**src/design/uiu_consts.svh**
```systemverilog
// constants of the interrupt unit: offsets, fields, reset values, timing
// assumes inclusion by bare name from the design file
`ifndef UIU_CONSTS_SVH
`define UIU_CONSTS_SVH
`define UIU_ADDR_GLOBAL_EN   8'h20
`define UIU_ADDR_EP_EN       8'h21
`define UIU_ADDR_DAC_EN      8'h22
`define UIU_ADDR_DAC_POL     8'h23
`define UIU_ADDR_PORT_EN     8'h26
`define UIU_ADDR_PORT_POL    8'h27
`define UIU_ADDR_PSCR        8'hFF
`define UIU_EN_RESET         8'h00
`define UIU_PSCR_PEND_BIT    7
`define UIU_PSCR_IE_BIT      2
`define UIU_GEN_BUSRST_BIT   0
`define UIU_GEN_T128_BIT     1
`define UIU_GEN_T1024_BIT    2
`define UIU_GEN_DAC_BIT      6
`define UIU_GEN_GPIO_BIT     7
`define UIU_VEC_RESET        16'h0000
`define UIU_VEC_STEP         16'h0002
`define UIU_VEC_BUSRST       16'h0002
`define UIU_VEC_DAC          16'h0014
`define UIU_VEC_GPIO         16'h0016
`define UIU_CALL_CYCLES      10
`define UIU_JMP_CYCLES       5
`define UIU_SE0_NS           8000
`define UIU_CLK_NS           5
`define UIU_SE0_CYCLES       ((`UIU_SE0_NS + `UIU_CLK_NS - 1) / `UIU_CLK_NS)
`endif

```
**src/design/uiu_pkg.sv**
```systemverilog
// types of the interrupt unit
// assumes the constants header is alongside
package uiu_pkg;
    typedef enum logic [1:0] {
        UIU_IDLE,
        UIU_CALL,
        UIU_JUMP
    } uiu_state_e;
    typedef logic [3:0] uiu_src_t;
endpackage

```
**src/design/uiu_irq_unit.sv**
```systemverilog
// interrupt unit of a small usb microcontroller core
// assumes core on same clock, strobes from core, pins unsynchronised
//
// Functional notes
// each source gated by its enable bit
// reset clears global and endpoint enables
// latches sampled on instruction last cycle
// ack: clear ie, clear latch, call vector
// call pushes pc, carry and zero flags
// return restores pc, flags, re-enables irqs
// enable instruction inside routine allows nesting
// reset starts at zero, two-byte vectors
// long se0 raises bus reset interrupt
// two timer tick interrupts, own vectors
// one interrupt per endpoint after packet
// latency: remaining plus call plus jump
// dac pins edge per polarity when enabled
// dac shares vector, blocks until pin idle
// no dac priority, enables kept on ack
// gpio pins, polarity per port, one vector
// gpio blocks until pin idle or disabled
// no pin priority, port enables kept
// firmware disables timers before suspend
// status bit 7 shows pending until ack
// status bit 2 mirrors ie, writes ignored
// lowest vector number wins
//
// Local design decision: the plain strobed port.
`timescale 1ns/1ps
`include "uiu_consts.svh"
module uiu_irq_unit #(
    parameter int DAC_PINS  = 8,
    parameter int GPIO_PINS = 32,
    parameter int SE0_CYC   = `UIU_SE0_CYCLES
) (
    // clock and reset
    input  wire logic                 clk,
    input  wire logic                 sys_rst,
    // register port
    input  wire logic [7:0]           reg_addr,
    input  wire logic [7:0]           reg_wdata,
    input  wire logic                 reg_wr,
    input  wire logic                 reg_rd,
    output logic      [7:0]           reg_rdata,
    // core sequencing
    input  wire logic                 instr_last,
    input  wire logic                 ei_exec,
    input  wire logic                 di_exec,
    input  wire logic                 return_from_irq_instr_exec,
    input  wire logic                 core_carry,
    input  wire logic                 core_zero,
    input  wire logic [15:0]          core_pc,
    // stack handling, done by the core
    output logic                      push_req,
    output logic      [15:0]          push_pc,
    output logic                      push_carry,
    output logic                      push_zero,
    output logic                      restore_flags,
    output logic      [15:0]          fetch_addr,
    output logic                      fetch_load,
    output logic                      irq_active,
    // sources
    input  wire logic                 se0_pin,
    input  wire logic                 tick_128us,
    input  wire logic                 tick_1024us,
    input  wire logic [2:0]           ep_done,
    input  wire logic [DAC_PINS-1:0]  dac_pin,
    input  wire logic [GPIO_PINS-1:0] gpio_pin
);
    localparam int PORTS = GPIO_PINS / 8;
    localparam int NSRC  = 11;

    logic [7:0]            global_en;
    logic [7:0]            endpoint_irq_enable;
    logic [DAC_PINS-1:0]   dac_en;
    logic [DAC_PINS-1:0]   dac_pol;
    logic [PORTS-1:0]      port_en;
    logic [PORTS-1:0]      port_pol;
    logic                  ie;
    logic [NSRC:1]         latch;
    logic                  pend;
    uiu_pkg::uiu_state_e   state;
    logic [3:0]            cnt;
    uiu_pkg::uiu_src_t     sel;
    logic [15:0]           ret_pc;

    // three-stage sync for pins
    logic                  se0_s1, se0_s2, se0_s3;
    logic [DAC_PINS-1:0]   dac_s1, dac_s2, dac_s3;
    logic [GPIO_PINS-1:0]  gp_s1, gp_s2, gp_s3;

    always_ff @(posedge clk or posedge sys_rst) begin
        if (sys_rst) begin
            se0_s1 <= 1'b0;
            se0_s2 <= 1'b0;
            se0_s3 <= 1'b0;
            dac_s1 <= '0;
            dac_s2 <= '0;
            dac_s3 <= '0;
            gp_s1  <= '0;
            gp_s2  <= '0;
            gp_s3  <= '0;
        end else begin
            se0_s1 <= se0_pin;
            se0_s2 <= se0_s1;
            se0_s3 <= se0_s2;
            dac_s1 <= dac_pin;
            dac_s2 <= dac_s1;
            dac_s3 <= dac_s2;
            gp_s1  <= gpio_pin;
            gp_s2  <= gp_s1;
            gp_s3  <= gp_s2;
        end
    end

    // stable levels: change counts when stages two and three agree
    logic                  se0_lv;
    logic [DAC_PINS-1:0]   dac_lv;
    logic [GPIO_PINS-1:0]  gp_lv;
    always_ff @(posedge clk or posedge sys_rst) begin
        if (sys_rst) begin
            se0_lv <= 1'b0;
            dac_lv <= '0;
            gp_lv  <= '0;
        end else begin
            if (se0_s2 == se0_s3)
                se0_lv <= se0_s3;
            for (int i = 0; i < DAC_PINS; i++)
                if (dac_s2[i] == dac_s3[i])
                    dac_lv[i] <= dac_s3[i];
            for (int i = 0; i < GPIO_PINS; i++)
                if (gp_s2[i] == gp_s3[i])
                    gp_lv[i] <= gp_s3[i];
        end
    end

    // se0 duration counter
    logic [$clog2(SE0_CYC+2)-1:0] se0_cnt;
    logic                         bus_rst_ev;
    always_ff @(posedge clk or posedge sys_rst) begin
        if (sys_rst) begin
            se0_cnt    <= '0;
            bus_rst_ev <= 1'b0;
        end else begin
            bus_rst_ev <= 1'b0;
            if (!se0_lv)
                se0_cnt <= '0;
            else if (se0_cnt <= SE0_CYC[$bits(se0_cnt)-1:0]) begin
                se0_cnt <= se0_cnt + 1'b1;
                // one event per se0, not repeated while held
                if (se0_cnt == SE0_CYC[$bits(se0_cnt)-1:0])
                    bus_rst_ev <= 1'b1;
            end
        end
    end

    // pin edge detection with lockout
    function automatic logic active_lv(input logic v, input logic pol);
        return pol ? v : !v;
    endfunction

    logic [DAC_PINS-1:0]  dac_prev;
    logic [GPIO_PINS-1:0] gp_prev;
    logic                 dac_lock_on, gp_lock_on;
    int                   dac_lock, gp_lock;
    logic                 dac_ev, gp_ev;
    logic                 next_dac_ev, next_gp_ev;
    int                   next_dac_lock, next_gp_lock;
    logic                 next_dac_on, next_gp_on;

    always_comb begin
        next_dac_ev   = 1'b0;
        next_dac_lock = dac_lock;
        next_dac_on   = dac_lock_on;
        // lock releases when pin idle or disabled
        if (dac_lock_on && (!dac_en[dac_lock] ||
            !active_lv(dac_lv[dac_lock], dac_pol[dac_lock])))
            next_dac_on = 1'b0;
        // scan runs up from pin 0; on edges in one cycle the lowest pin wins
        for (int i = 0; i < DAC_PINS; i++)
            if (!next_dac_on && dac_en[i] &&
                active_lv(dac_lv[i], dac_pol[i]) &&
                !active_lv(dac_prev[i], dac_pol[i])) begin
                next_dac_ev   = 1'b1;
                next_dac_on   = 1'b1;
                next_dac_lock = i;
            end
    end

    always_comb begin
        next_gp_ev   = 1'b0;
        next_gp_lock = gp_lock;
        next_gp_on   = gp_lock_on;
        if (gp_lock_on && (!port_en[gp_lock/8] ||
            !active_lv(gp_lv[gp_lock], port_pol[gp_lock/8])))
            next_gp_on = 1'b0;
        for (int i = 0; i < GPIO_PINS; i++)
            if (!next_gp_on && port_en[i/8] &&
                active_lv(gp_lv[i], port_pol[i/8]) &&
                !active_lv(gp_prev[i], port_pol[i/8])) begin
                next_gp_ev   = 1'b1;
                next_gp_on   = 1'b1;
                next_gp_lock = i;
            end
    end

    always_ff @(posedge clk or posedge sys_rst) begin
        if (sys_rst) begin
            dac_prev    <= '0;
            gp_prev     <= '0;
            dac_lock_on <= 1'b0;
            gp_lock_on  <= 1'b0;
            dac_lock    <= 0;
            gp_lock     <= 0;
            dac_ev      <= 1'b0;
            gp_ev       <= 1'b0;
        end else begin
            dac_prev    <= dac_lv;
            gp_prev     <= gp_lv;
            dac_lock_on <= next_dac_on;
            gp_lock_on  <= next_gp_on;
            dac_lock    <= next_dac_lock;
            gp_lock     <= next_gp_lock;
            dac_ev      <= next_dac_ev;
            gp_ev       <= next_gp_ev;
        end
    end

    // source events by vector number; 7..9 reserved
    logic [NSRC:1] src_ev;
    always_comb begin
        src_ev     = '0;
        src_ev[1]  = bus_rst_ev;
        src_ev[2]  = tick_128us;
        src_ev[3]  = tick_1024us;
        src_ev[4]  = ep_done[0];
        src_ev[5]  = ep_done[1];
        src_ev[6]  = ep_done[2];
        src_ev[10] = dac_ev;
        src_ev[11] = gp_ev;
    end

    // enable gating per vector
    logic [NSRC:1] src_en;
    always_comb begin
        src_en     = '0;
        src_en[1]  = global_en[`UIU_GEN_BUSRST_BIT];
        src_en[2]  = global_en[`UIU_GEN_T128_BIT];
        src_en[3]  = global_en[`UIU_GEN_T1024_BIT];
        src_en[4]  = endpoint_irq_enable[0];
        src_en[5]  = endpoint_irq_enable[1];
        src_en[6]  = endpoint_irq_enable[2];
        src_en[10] = global_en[`UIU_GEN_DAC_BIT];
        src_en[11] = global_en[`UIU_GEN_GPIO_BIT];
    end

    // lowest pending enabled vector
    logic [NSRC:1]     req;
    uiu_pkg::uiu_src_t pick;
    always_comb begin
        req  = latch & src_en;
        pick = '0;
        for (int v = NSRC; v >= 1; v--)
            if (req[v])
                pick = v[3:0];
    end

    wire take = (state == uiu_pkg::UIU_IDLE) && instr_last && ie &&
                (pick != '0);

    // latches: a new event wins over the ack clear
    always_ff @(posedge clk or posedge sys_rst) begin
        if (sys_rst)
            latch <= '0;
        else
            for (int v = 1; v <= NSRC; v++)
                if (src_ev[v])
                    latch[v] <= 1'b1;
                else if (take && pick == v[3:0])
                    latch[v] <= 1'b0;
    end

    // pending flag: set on recognition, cleared by ack
    always_ff @(posedge clk or posedge sys_rst) begin
        if (sys_rst)
            pend <= 1'b0;
        else if (take)
            pend <= 1'b0;
        else if (ie && (req != '0))
            pend <= 1'b1;
    end

    // interrupt enable of the core
    always_ff @(posedge clk or posedge sys_rst) begin
        if (sys_rst)
            ie <= 1'b0;
        else if (take || di_exec)
            ie <= 1'b0;
        else if (ei_exec)
            ie <= 1'b1;
        else if (return_from_irq_instr_exec)
            ie <= 1'b1;
    end

    // acknowledge sequence: call, then jump cycles
    always_ff @(posedge clk or posedge sys_rst) begin
        if (sys_rst) begin
            state <= uiu_pkg::UIU_IDLE;
            cnt   <= '0;
            sel   <= '0;
        end else begin
            unique case (state)
                uiu_pkg::UIU_IDLE: begin
                    if (take) begin
                        state <= uiu_pkg::UIU_CALL;
                        sel   <= pick;
                        cnt   <= 4'(`UIU_CALL_CYCLES - 1);
                    end
                end
                uiu_pkg::UIU_CALL: begin
                    if (cnt == '0) begin
                        state <= uiu_pkg::UIU_JUMP;
                        cnt   <= 4'(`UIU_JMP_CYCLES - 1);
                    end else
                        cnt <= cnt - 1'b1;
                end
                uiu_pkg::UIU_JUMP: begin
                    if (cnt == '0)
                        state <= uiu_pkg::UIU_IDLE;
                    else
                        cnt <= cnt - 1'b1;
                end
            endcase
        end
    end

    // stack and vector outputs to the core
    always_ff @(posedge clk or posedge sys_rst) begin
        if (sys_rst) begin
            push_req      <= 1'b0;
            push_pc       <= '0;
            push_carry    <= 1'b0;
            push_zero     <= 1'b0;
            restore_flags <= 1'b0;
            fetch_addr    <= `UIU_VEC_RESET;
            fetch_load    <= 1'b1;
            irq_active    <= 1'b0;
            ret_pc        <= '0;
        end else begin
            push_req      <= take;
            fetch_load    <= 1'b0;
            restore_flags <= return_from_irq_instr_exec;
            irq_active    <= (state != uiu_pkg::UIU_IDLE) || take;
            if (take) begin
                push_pc    <= core_pc;
                push_carry <= core_carry;
                push_zero  <= core_zero;
                ret_pc     <= core_pc;
            end
            // vector loads as the call completes; the jump follows
            if (state == uiu_pkg::UIU_CALL && cnt == '0) begin
                fetch_addr <= 16'(sel) * `UIU_VEC_STEP;
                fetch_load <= 1'b1;
            end
        end
    end

    // register writes
    always_ff @(posedge clk or posedge sys_rst) begin
        if (sys_rst) begin
            global_en           <= `UIU_EN_RESET;
            endpoint_irq_enable <= `UIU_EN_RESET;
            dac_en              <= '0;
            dac_pol             <= '0;
            port_en             <= '0;
            port_pol            <= '0;
        end else if (reg_wr) begin
            // ack never touches these
            unique case (reg_addr)
                `UIU_ADDR_GLOBAL_EN: global_en <= reg_wdata;
                `UIU_ADDR_EP_EN:
                    endpoint_irq_enable <= {5'h00, reg_wdata[2:0]};
                `UIU_ADDR_DAC_EN:    dac_en <= reg_wdata[DAC_PINS-1:0];
                `UIU_ADDR_DAC_POL:   dac_pol <= reg_wdata[DAC_PINS-1:0];
                `UIU_ADDR_PORT_EN:   port_en <= reg_wdata[PORTS-1:0];
                `UIU_ADDR_PORT_POL:  port_pol <= reg_wdata[PORTS-1:0];
                default: ;
            endcase
        end
    end

    // read data, one cycle after the strobe
    always_ff @(posedge clk or posedge sys_rst) begin
        if (sys_rst)
            reg_rdata <= '0;
        else if (reg_rd) begin
            unique case (reg_addr)
                `UIU_ADDR_GLOBAL_EN: reg_rdata <= global_en;
                `UIU_ADDR_EP_EN:     reg_rdata <= endpoint_irq_enable;
                `UIU_ADDR_DAC_EN:    reg_rdata <= 8'(dac_en);
                `UIU_ADDR_DAC_POL:   reg_rdata <= 8'(dac_pol);
                `UIU_ADDR_PORT_EN:   reg_rdata <= 8'(port_en);
                `UIU_ADDR_PORT_POL:  reg_rdata <= 8'(port_pol);
                `UIU_ADDR_PSCR:
                    reg_rdata <= {pend, 4'h0, ie, 2'h0};
                default:             reg_rdata <= 8'h00;
            endcase
        end else
            reg_rdata <= 8'h00;
    end
endmodule

```
**config.mk**
```make
export PLATFORM = sky130hd
export DESIGN_NAME = uiu_irq_unit
export DESIGN_NICKNAME = d
export VERILOG_FILES = /design/src/design/uiu_pkg.sv /design/src/design/uiu_irq_unit.sv
export VERILOG_INCLUDE_DIRS = /design/src /design/src/design
export SDC_FILE = /design/constraint.sdc
export NUM_CORES = 1
export LEC_CHECK = 0
export BUFFER_PORTS_ARGS = -buffer_cell sky130_fd_sc_hd__buf_4
export CAP_MARGIN = 20
export CORE_ASPECT_RATIO = 1.1
export CORE_MARGIN = 3
export CORE_UTILIZATION = 40
export CTS_BUF_LIST = sky130_fd_sc_hd__clkbuf_4
export DETAILED_ROUTE_END_ITERATION = 10
export PLACE_DENSITY_LB_ADDON = 0.08
export SYNTH_ARGS = -nofsm -noshare
export SYNTH_HDL_FRONTEND = slang
export SYNTH_SLANG_ARGS = --single-unit
export TNS_END_PERCENT = 30
```
**constraint.sdc**
```tcl
create_clock -name clk -period 28.9 [get_ports clk]
set_clock_uncertainty 0.1 [all_clocks]
set_input_delay 4.335 -clock clk [delete_from_list [all_inputs] [get_ports clk]]
set_output_delay 4.335 -clock clk [all_outputs]
set_load 0.01 [all_outputs]
```
After elaboration in Yosys (flattened, before gate mapping)
Cells that the tools add are included.
{"block": "word_totals", "reg_bits": 373, "out_inout_bits": 46}
{"block": "op_classes", "n_bitwise": 2, "reduce_logical": 332, "n_addsub": 3, "muxes": 270, "n_eq_ne": 64, "n_lt_le_gt_ge": 4}
{"cell": "32-bit 2-to-1 mux", "n": 40}
{"cell": "1-bit 2-to-1 mux", "n": 201}
{"cell": "1-bit logical NOT", "n": 166}
{"cell": "1-bit logical AND", "n": 135}
{"cell": "4-bit 2-to-1 mux", "n": 14}
{"cell": "8-bit case mux with 7 select lines", "n": 1}
{"cell": "8-bit by 6-bit equality test with 1-bit output, second input constant", "n": 6}
{"cell": "1-bit equality test", "n": 41}
{"cell": "32-bit by 1-bit adder with 32-bit output", "n": 1}
{"cell": "32-bit by 4-bit < comparator with 1-bit output, second input constant", "n": 1}
{"cell": "32-bit by 5-bit < comparator with 1-bit output, second input constant", "n": 1}
{"cell": "32-bit by 7-bit < comparator with 1-bit output, second input constant", "n": 1}
{"cell": "32-bit nonzero test", "n": 1}
{"cell": "11-bit 2-to-1 mux", "n": 2}
{"cell": "2-bit nonzero test", "n": 10}
{"cell": "2-bit AND reduction", "n": 8}
{"cell": "4-bit by 3-bit equality test with 1-bit output, second input constant", "n": 3}
{"cell": "4-bit case mux with 3 select lines", "n": 1}
{"cell": "11-bit by 1-bit adder with 11-bit output, second input constant", "n": 1}
{"cell": "11-bit bitwise AND", "n": 1}
{"cell": "11-bit equality test, second input constant", "n": 1}
{"cell": "11-bit <= comparator, second input constant", "n": 1}
{"cell": "11-bit nonzero test", "n": 1}
{"cell": "1-bit binary-select mux with 3-bit select", "n": 3}
{"cell": "other kinds (23)", "n": 34}

Depth between registers and ports, before layout
Gate-level depths: netlist (run 1).
{"block": "logic_depth", "ltp_word": 171, "depth_mapped": 10}

Worst setup path before layout (run 1)
Ideal clock, no wire load.
{"block": "synth_path", "path_kind": "input-to-reg", "from": "input reg_addr[4]", "to": "register dac_pol[0]", "setup_slack_ns": 22.777, "required_time_ns": 28.675, "n_path_buf": 1, "arrival_ns": 5.898, "setup_time_ns": 0.125, "stages": 7, "path_cell_list": "nand2b_1 > nor4_1 > and2_0 > nor2b_1 > nor2b_1 > clkbuf_1 > mux2_2"}
{"block": "synth_between", "elab_chain_len": 2}
{"element": "start, declared", "line_no": "uiu_irq_unit.sv:40", "text": "input wire logic [7:0] reg_addr,"}
{"element": "8-bit by 6-bit equality test with 1-bit output", "line_no": "uiu_irq_unit.sv:379", "text": "unique case (reg_addr)"}
{"element": "2-bit AND reduction (no source line)"}
{"element": "end signal, assigned", "line_no": "uiu_irq_unit.sv:384", "text": "`UIU_ADDR_DAC_POL: dac_pol <= reg_wdata[DAC_PINS-1:0];"}
{"element": "end, declared", "line_no": "uiu_irq_unit.sv:76", "text": "logic [DAC_PINS-1:0] dac_pol;"}
Every way passes these cells.
A chain may end at the register's enable or synchronous reset.

Worst setup path after layout (run 1)
{"block": "layout_path", "from": "input reg_addr[4]", "to": "register dac_pol[4]"}
Same word-level chain as after synthesis.

==> metrics.cfg, run 1 <==
[run_status]
status=finished clean

[synth]
synth_common_cells=316 x dfrtp_1, 119 x nand2_1, 45 x nor2_1
yosysSeqAreaShare=0.623
synth_edf_count=0
ys.flop_type=dfrtp_1
syn_inst=1020
syn_area_per_cell_sq_um=12.5
synth.most_common_cell=dfrtp_1
yosys-top-cells-area=dfrtp_1 62%, nand2_1 3.5%, mux2_2 3.5%
yosys.area.top_type_share=0.621
syn_area_sq_mm=0.0127
yosys_warnings=0
async_reset_ff_frac=1.00
ys_types=81
yosys.area.top_type=dfrtp_1
ys_ff_latch=317

[floorplan]
rows=67
die_area_sq_mm=0.0340
io_pins=134
start_util=0.411
die_width_um=176
core_area_sq_mm=0.0309
dieHeight_um=193

[critical_path]
reg2reg_setup_slack_ns=25.62
crit_path_start_kind=primary input
slowest_delay_ns=0.70
crit_arrival_ns=6.86
cp_max_fo=13
crit_chain=buf_4 > nand2b_1 > nor4_1 > and2_0 > nor2b_1 > nor2b_1 > mux2_2
end_kind=flip-flop
critPathSlowestCell=nor2b_1
path_common_cell=nor2b_1
r2r_cells=7
crit_start=reg_addr[4]
critical_path_class=in2reg
cp.required_ns=29.41
r2r-start=endpoint_irq_enable[0]
r2r_end=latch[1]
worstSetupEndpoint=dac_pol[4]

[routing]
ant_nets=0
route.detailed.drc=0
wl_um=26200
firstDrtPassIters=5
viasPerCell=4.99
drt_iter0_markers=431
post_drt_wl_per_cell_um=15.6
num_vias=8386

[final_layout]
syn2layout_area_growth_pct=18.5
post-route-util=0.488
regArea_sq_mm=0.00793
drive_above_1_share=0.256
multi_input_area_sq_mm=0.00446
fillCellCount=2851
fin_nets=1299

[power]
leakagePower_uw=0.00697
finalPower_uw=1130
vdd_drop_max_v=0.0000375
powerDensity_mw_per_mm2=74.9

[min_path]
holdCritPathClass=reg2reg
holdPathStages=0

[sta]
setup_viol=0
tightest_slew_ns=1.02
slew_headroom=0.318
grt_setup_unrepaired=false
final_max_slew_viol_count=0
finalCriticalPeriod_ns=6.35
setup-tns-final_ns=0
hold_violations=0
fin_crit_sh=0.220
timing.fmax_mhz=157

[placement]
dpl.hpwl_um=17400
portBuffers=121
gp_congestion=0.810

[clocking]
root_buffer=clkbuf_4
hold_buffers=0
cts_tree=done
cts_resized=0
cts_buffers=84
cts.path.max_buffers=3
clk_latency_ns=0.73
h-tree-depth=3
cts_sinks=317
postCtsSetupBuffers=0
clk_pin_slew_ns=0.06

[global_routing]
grt_pass1_vias=8449
antenna_found_initial=1
grt_use_total=0.157
grt_pass1_wl_um=43000
grt.overflow.total=0
grt_start_max_net_pins=126

[run]
drv_cap=0

## worst max-delay path: cells and delay by family
kind | cells | cell delay [ns]
buf+inv | 1 | 0.11
simple gates | 5 | 2.00
mux | 1 | 0.41
## registers in the layout, indices dropped and copies added (netlist names), 5 cells and up
name and flops:
dac_prev 8, gp_prev 32, global_en 8, dac_s1 8, dac_s3 8, latch 8, dac_lv 8, push_pc 16
gp_s3 32, dac_en 8, gp_s1 32, gp_lv 32, dac_pol 8, gp_lock 5, dac_s2 8, gp_s2 32
se0_cnt 11, reg_rdata 8
## cell families after synthesis
family          after synthesis  share of synthesized area
mux                          65                     0.0745
buf+inv                      74                     0.0293
other cells                   1                   0.000295
flops                       317                      0.623
xor+xnor                      9                    0.00619
compound gates              176                     0.0950
fa+ha+maj                    48                     0.0391
simple gates                330                      0.132
## where the power goes
part / leakage [uW] / switching (uW) / total, uW / internal (uW)
sequential: 0.00383 / 50.9 / 548 / 497
combinational: 0.00250 / 95.8 / 197 / 101
clock: 0.000636 / 174 / 385 / 210
## placed cells by master (no fill, tap or decap), types with 25 or more instances in the layout
master,Yosys,layout
dfrtp_1,316,316
clkbuf_4,0,129
buf_4,14,125
nand2_1,119,119
nor2_1,45,45
maj3_1,41,41
mux2_2,39,39
o21ai_0,38,38
inv_1,34,33
a21oi_1,28,28
nor2b_1,27,27
nand3_1,25,25
## per-layer routing
metal,track usage,part of all wire,vias up
met4,0.0615,0.014,0
li1,-,-,4041
met1,0.206,0.45,4119
met5,0,0,-
met3,0.0452,0.055,31
met2,0.248,0.48,195
## stage by stage
step / setup slack, ns / cell area [sq um] / instances / hold WS, ns
finish: 22.55 / 15100 / 1679 / 0.235
global route: 22.39 / 15100 / 1679 / 0.236
CTS: 22.62 / 15100 / 1677 / 0.232
detailed placement: 21.79 / 14000 / 1531 / 0.235
global placement: 21.87 / 14000 / 1531 / 0.231
floorplan: 15.70 / 12800 / 1031 / 0.231
## worst min path at each step
stage,from,slack (ns),endpoint
floorplan,dac_s1[0],0.23,dac_s2[0]
global placement,gp_s1[7],0.23,gp_s2[7]
detailed placement,dac_s1[6],0.23,dac_s2[6]
CTS,gp_s1[12],0.23,gp_s2[12]
global route,gp_s1[12],0.24,gp_s2[12]
finish,gp_s1[12],0.24,gp_s2[12]
## area by class of cell
type                            instances  share of cell area
Timing Repair Buffer                  126              0.0640
Multi-Input combinational cell        640               0.296
Inverter                               35             0.00937
Sequential cell                       317               0.526
Antenna cell                            1            0.000166
Tap cell                              414              0.0343
Clock inverter                         17             0.00630
Clock buffer                          129              0.0642
No activity file was read; power rests on OpenSTA's default activity.
==> run 2: changes to the inputs <==
- clock period: 28.9 -> 6.4 ns (I/O delays scaled with it)
==> run 2 against run 1 <==
Effect of this change:
- cell count is essentially flat
- critical path type is now reg2reg
- global-route usage fell by 0.25 points
- count of clock-buffer cells in the layout down 1
- total power rose to 4.6 times the previous value
- clock power rose to 4.6 times the previous value
- first-iteration DRC count up 18%
- die area unchanged
- core utilization hardly changed
- combinational power grew to 4.5 times the previous value
- critical endpoint is now ie
- critical path depth stayed put
- hold slack gained 0.0066 ns
- highest routed layer unchanged
- largest cell class unchanged
==> metrics.cfg, run 2 (same netlist as run 1, synthesis figures left out) <==
[min_path]
holdPathEnd=dac_s2[2]
hold_start=dac_s1[2]
holdPathStages=0  ; unchanged
holdCritPathClass=reg2reg

[final_layout]
mostFrequentLayoutCells=316 x dfrtp_1, 128 x clkbuf_4, 124 x buf_4
syn2layout_area_growth_pct=18.6  ; about the same
fillCellCount=2844  ; -0.25%
drive_above_1_share=0.255  ; -0.000993
fin_nets=1299  ; unchanged
fin_area_sq_mm=0.0151  ; about the same
fin_cells=1680  ; +0.060%
final_common_cell=dfrtp_1

[placement]
place_inst=1531  ; unchanged
gp_congestion=0.785  ; -3.0%
dp_slack_ns=2.65  ; -19.14 ns
place_area_sq_mm=0.0140  ; about the same
portBuffers=121  ; unchanged
dpl.hpwl_um=17100  ; -1.6%

[clocking]
clk_latency_ns=0.68  ; -0.05 ns
cts_tree=done
clk_pin_slew_ns=0.07  ; about the same
cts.path.max_buffers=3  ; unchanged
postCtsSetupBuffers=0  ; unchanged
cts_sinks=317  ; unchanged
cts_buffers=85  ; +1.2%
h-tree-depth=3  ; unchanged
root_buffer=clkbuf_4
cts_resized=0  ; unchanged
hold_buffers=0  ; unchanged

[floorplan]
start_util=0.411  ; unchanged
core_area_sq_mm=0.0309  ; unchanged
rows=67  ; unchanged
dieHeight_um=193  ; unchanged
die_width_um=176  ; unchanged
die_area_sq_mm=0.0340  ; unchanged
io_pins=134  ; unchanged

[routing]
firstDrtPassIters=5  ; unchanged
route.detailed.drc=0  ; unchanged
wl_um=25900  ; -0.89%
num_vias=8448  ; +0.74%
drt_iter0_markers=507  ; +18%
ant_nets=0  ; unchanged
post_drt_wl_per_cell_um=15.4  ; -0.95%
viasPerCell=5.03  ; +0.68%

[run]
drv_cap=0  ; unchanged

[critical_path]
crit_start=endpoint_irq_enable[0]
r2r_end=ie
crit_arrival_ns=3.80  ; -3.06 ns
end_kind=flip-flop
reg2reg_setup_slack_ns=3.08  ; -22.54 ns
cp_max_fo=26  ; +13
crit_path_start_kind=flip-flop
cp.required_ns=6.88  ; -22.53 ns
critical_path_class=reg2reg
r2r-start=endpoint_irq_enable[0]
r2r_cells=7  ; unchanged

[sta]
hold_violations=0  ; unchanged
tightest_slew_ns=1.01  ; -0.00927 ns
grt_setup_unrepaired=false
slew_headroom=0.324  ; +0.00618
final_max_slew_viol_count=0  ; unchanged
finalCriticalPeriod_ns=3.32
fin_crit_sh=0.518
worst_slack_ns=3.08  ; -19.46 ns
timing.fmax_mhz=302
setup-tns-final_ns=0  ; unchanged
setup_viol=0  ; unchanged

[global_routing]
antenna_found_initial=1  ; unchanged
grt.overflow.total=0  ; unchanged
grt_use_total=0.155  ; -0.00253
grt_pass1_wl_um=42700  ; -0.56%
grt_start_max_net_pins=165  ; +31%
grt_pass1_vias=8573  ; +1.5%

[power]
vdd_drop_max_v=0.000167  ; +350%
powerDensity_mw_per_mm2=341  ; +360%
leakagePower_uw=0.00697  ; about the same
finalPower_uw=5140  ; +360%

[run_status]
status=finished clean

-- run 2: layout make-up --
| type | count | area (sq um) | share of cell area |
|---|---|---|---|
| Sequential cell | 317 | 7930 | 0.526 |
| Timing Repair Buffer | 125 | 951 | 0.0630 |
| Inverter | 35 | 138 | 0.00912 |
| Antenna cell | 1 | 2.50 | 0.000166 |
| Clock inverter | 20 | 129 | 0.00854 |
| Clock buffer | 128 | 961 | 0.0637 |
| Tap cell | 414 | 518 | 0.0343 |
| Multi-Input combinational cell | 640 | 4460 | 0.296 |
-- run 2: worst max path at each step --
stage	to	slack (ns)	depth (start not counted)
5_1_grt	latch[3]	2.71	7
3_3_place_gp	dac_pol[1]	2.75	7
4_1_cts	ie	3.02	7
6_report	ie	3.08	7
3_5_place_dp	dac_pol[4]	2.65	7
2_1_floorplan	bus_rst_ev	1.12	1
-- run 2: layer usage --
layer  track usage  share of wire  vias to the layer above  routed length (um)
met5             0              0                        -                   0
met4        0.0609          0.017                        0                 444
met3        0.0441          0.060                       43                1550
met2         0.248           0.48                      228               12400
met1         0.200           0.45                     4131               11600
li1              -              -                     4046                   -
-- run 2: metrics by stage --
stage          utilization  hold WS (ns)
2_1_floorplan            -         0.231
3_3_place_gp         0.453         0.232
3_5_place_dp         0.453         0.235
4_1_cts              0.488         0.169
5_1_grt              0.488         0.186
6_report             0.488         0.242
-- run 2: worst max-delay path, cell delays in order, from the launching register on --
cell and delay (ns):
dfrtp_1 0.42, a222oi_1 0.56, a21boi_1 0.23, or2_1 0.26
a211oi_2 0.29, or2_1 0.82, inv_4 0.27, nor3_1 0.25
-- run 2: power by group --
group          switching [uW]  leakage, uW  internal, uW
combinational             430      0.00249           457
clock                     794     0.000653           987
sequential                232      0.00383          2240
==> run 3: changes to the inputs <==
- clock period: 6.4 -> 2.8 ns (I/O delays scaled with it)
==> run 3 against run 2 <==
Effect of this change:
- sequential cell count unchanged
- highest routed layer unchanged
- combinational power increased by 150%
- sequential power increased by 130%
- via count increased by 4.7%
- sequential share of layout area decreased by 3.3 points
- critical path type unchanged
- global-route usage increased by 0.91 points
- critical endpoint is now gp_lock[4]
- register-to-register slack got worse by 2.9 ns
==> metrics.cfg, run 3 (same netlist as run 1, synthesis figures left out) <==
[min_path]
holdPathEnd=reg_rdata[0]
holdCritPathClass=in2reg
holdPathStages=4  ; +4
hold_start=reg_addr[2]

[critical_path]
critPathSlowestCell=mux4_1
reg2reg_setup_slack_ns=0.15  ; -2.93 ns
end_kind=flip-flop
r2r_cells=9  ; +2
critical_path_class=reg2reg
crit_arrival_ns=3.12  ; -0.68 ns
r2r_end=gp_lock[4]
slowest_delay_ns=0.58  ; -0.24 ns
crit_chain=buf_4 > mux4_1 > mux2i_1 > o22ai_1 > nor4_1 > o211ai_4 > buf_4 > a21oi_1 > a21oi_1
cp.required_ns=3.27  ; -3.61 ns
crit_path_start_kind=flip-flop
cp_max_fo=9  ; -65%
r2r-start=gp_lock[0]

[global_routing]
grt_pass1_wl_um=45800  ; +7.0%
antenna_found_initial=1  ; unchanged
grt_use_total=0.164  ; +0.00908
grt.overflow.total=0  ; unchanged
grt_start_max_net_pins=91  ; -45%
grt_pass1_vias=9294  ; +8.4%

[floorplan]
die_area_sq_mm=0.0340  ; unchanged
start_util=0.411  ; unchanged
io_pins=134  ; unchanged
dieHeight_um=193  ; unchanged
die_width_um=176  ; unchanged
rows=67  ; unchanged
core_area_sq_mm=0.0309  ; unchanged

[routing]
drt_iter0_markers=455  ; -10%
route.detailed.drc=0  ; unchanged
viasPerCell=4.96  ; -1.5%
firstDrtPassIters=5  ; unchanged
ant_nets=0  ; unchanged
post_drt_wl_per_cell_um=15.1  ; -2.4%
num_vias=8845  ; +4.7%
wl_um=26900  ; +3.7%

[clocking]
cts_tree=done
root_buffer=clkbuf_4
h-tree-depth=3  ; unchanged
clk_latency_ns=0.69  ; about the same
clk_pin_slew_ns=0.07  ; about the same
cts_sinks=317  ; unchanged
cts.path.max_buffers=3  ; unchanged
postCtsSetupBuffers=0  ; unchanged
cts_buffers=86  ; +1.2%

[power]
swShare=0.281  ; -0.00270
finalPower_uw=11800  ; +130%
p_sw_uw=3300  ; +130%
combPwrFrac=0.187  ; +0.015
p_clk_frac=0.336  ; -0.010
internal_power_uw=8470  ; +130%
power_frac_seq=0.477  ; -0.004
leakagePower_uw=0.00744  ; +6.6%
vdd_drop_max_v=0.000393  ; +140%
powerDensity_mw_per_mm2=731  ; +110%

[sta]
timing.fmax_mhz=378  ; +25%
grt_setup_unrepaired=false
finalCriticalPeriod_ns=2.65  ; -0.671 ns
slew_headroom=0.599  ; +0.275
tightest_slew_ns=0.601  ; -0.413 ns
fin_crit_sh=0.945  ; +0.427
final_max_slew_viol_count=0  ; unchanged
hold_violations=0  ; unchanged
worst_slack_ns=0.154  ; -2.93 ns
setup_viol=0  ; unchanged
setup-tns-final_ns=0  ; unchanged

[placement]
gp_congestion=0.852  ; +8.5%
dp_slack_ns=0.192  ; -2.46 ns
place_area_sq_mm=0.0142  ; +1.6%
dpl.hpwl_um=17900  ; +4.1%
portBuffers=121  ; unchanged

[final_layout]
drive_above_1_share=0.255  ; +0.000929
fillCellCount=2725  ; -4.2%
multi_input_area_sq_mm=0.00447  ; +0.20%
syn2layout_area_growth_pct=26.6
final_common_cell=dfrtp_1
fin_nets=1407  ; +8.3%
regArea_sq_mm=0.00793  ; unchanged
post-route-util=0.521  ; +0.0329
mostFrequentLayoutCells=316 x dfrtp_1, 147 x buf_4, 130 x clkbuf_4
fin_area_sq_mm=0.0161  ; +6.7%

[run_status]
status=finished clean

[run]
drv_cap=0  ; unchanged

## run 3: changes by cell type in the layout (fill, tap and decap cells not counted), sizes merged
cell / before / now
buf: 125 / 151
bufinv: 2 / 1
clkbuf: 128 / 130
clkinv: 16 / 13
dlygate4sd3: 0 / 81
## run 3: layer usage
| layer | part of all wire | track usage | vias up |
|---|---|---|---|
| met5 | 0 | 0 | - |
| met4 | 0.015 | 0.0570 | 0 |
| met3 | 0.050 | 0.0407 | 37 |
| met2 | 0.49 | 0.271 | 193 |
| met1 | 0.45 | 0.212 | 4364 |
| li1 | - | - | 4251 |
## run 3: worst max path at each step
| stage | from | slack (ns) | endpoint |
|---|---|---|---|
| 5_1_grt | gp_lock[0] | 0.01 | gp_lock[4] |
| 2_1_floorplan | sys_rst | -1.94 | bus_rst_ev |
| 3_5_place_dp | gp_lock[0] | 0.19 | gp_lock[3] |
| 4_1_cts | gp_lock[0] | 0.14 | gp_lock[3] |
| 6_report | gp_lock[0] | 0.15 | gp_lock[4] |
| 3_3_place_gp | gp_lock[0] | 0.25 | gp_lock[3] |
## run 3: final cells by class
class                   count  area share
multi-input cells         640       0.277
diodes                      1    0.000155
well taps                 414      0.0322
flip-flops and latches    317       0.492
clock buffers             130      0.0606
clock inverters            16     0.00551
inverters                  35     0.00854
repair buffers            232       0.123
## run 3: metrics by stage
step	hold WS [ns]	std cells
final	0.143	1785
after global routing	0.0884	1785
after detailed placement	0.235	1557
after CTS	0.0611	1784
after global placement	0.231	1557
after floorplan	0.231	1031
## run 3: timing repair
action / CTS / global route
resized for setup: 0 / 3
endpoints found under the hold margin: 132 / 0
endpoints found under the setup margin: 0 / 3
hold buffers: 81 / 0
## run 3: critical path, delay by kind of cell, from the launching register on
family | cells | cell delay [ns]
muxes | 2 | 0.77
AOI/OAI and AO/OA | 4 | 0.48
DFF | 1 | 0.33
buffers and inverters | 2 | 0.40
and+or+nand+nor | 1 | 0.47
## run 3: power by group through the flow
stage / Combinational [uW] / Clock [uW] / Sequential (uW)
floorplan: 1490 / 0 / 5560
global placement: 2090 / 0 / 5690
detailed placement: 2120 / 0 / 5700
CTS: 2220 / 4170 / 5630
global route: 2460 / 4440 / 5710
finish: 2200 / 3950 / 5620
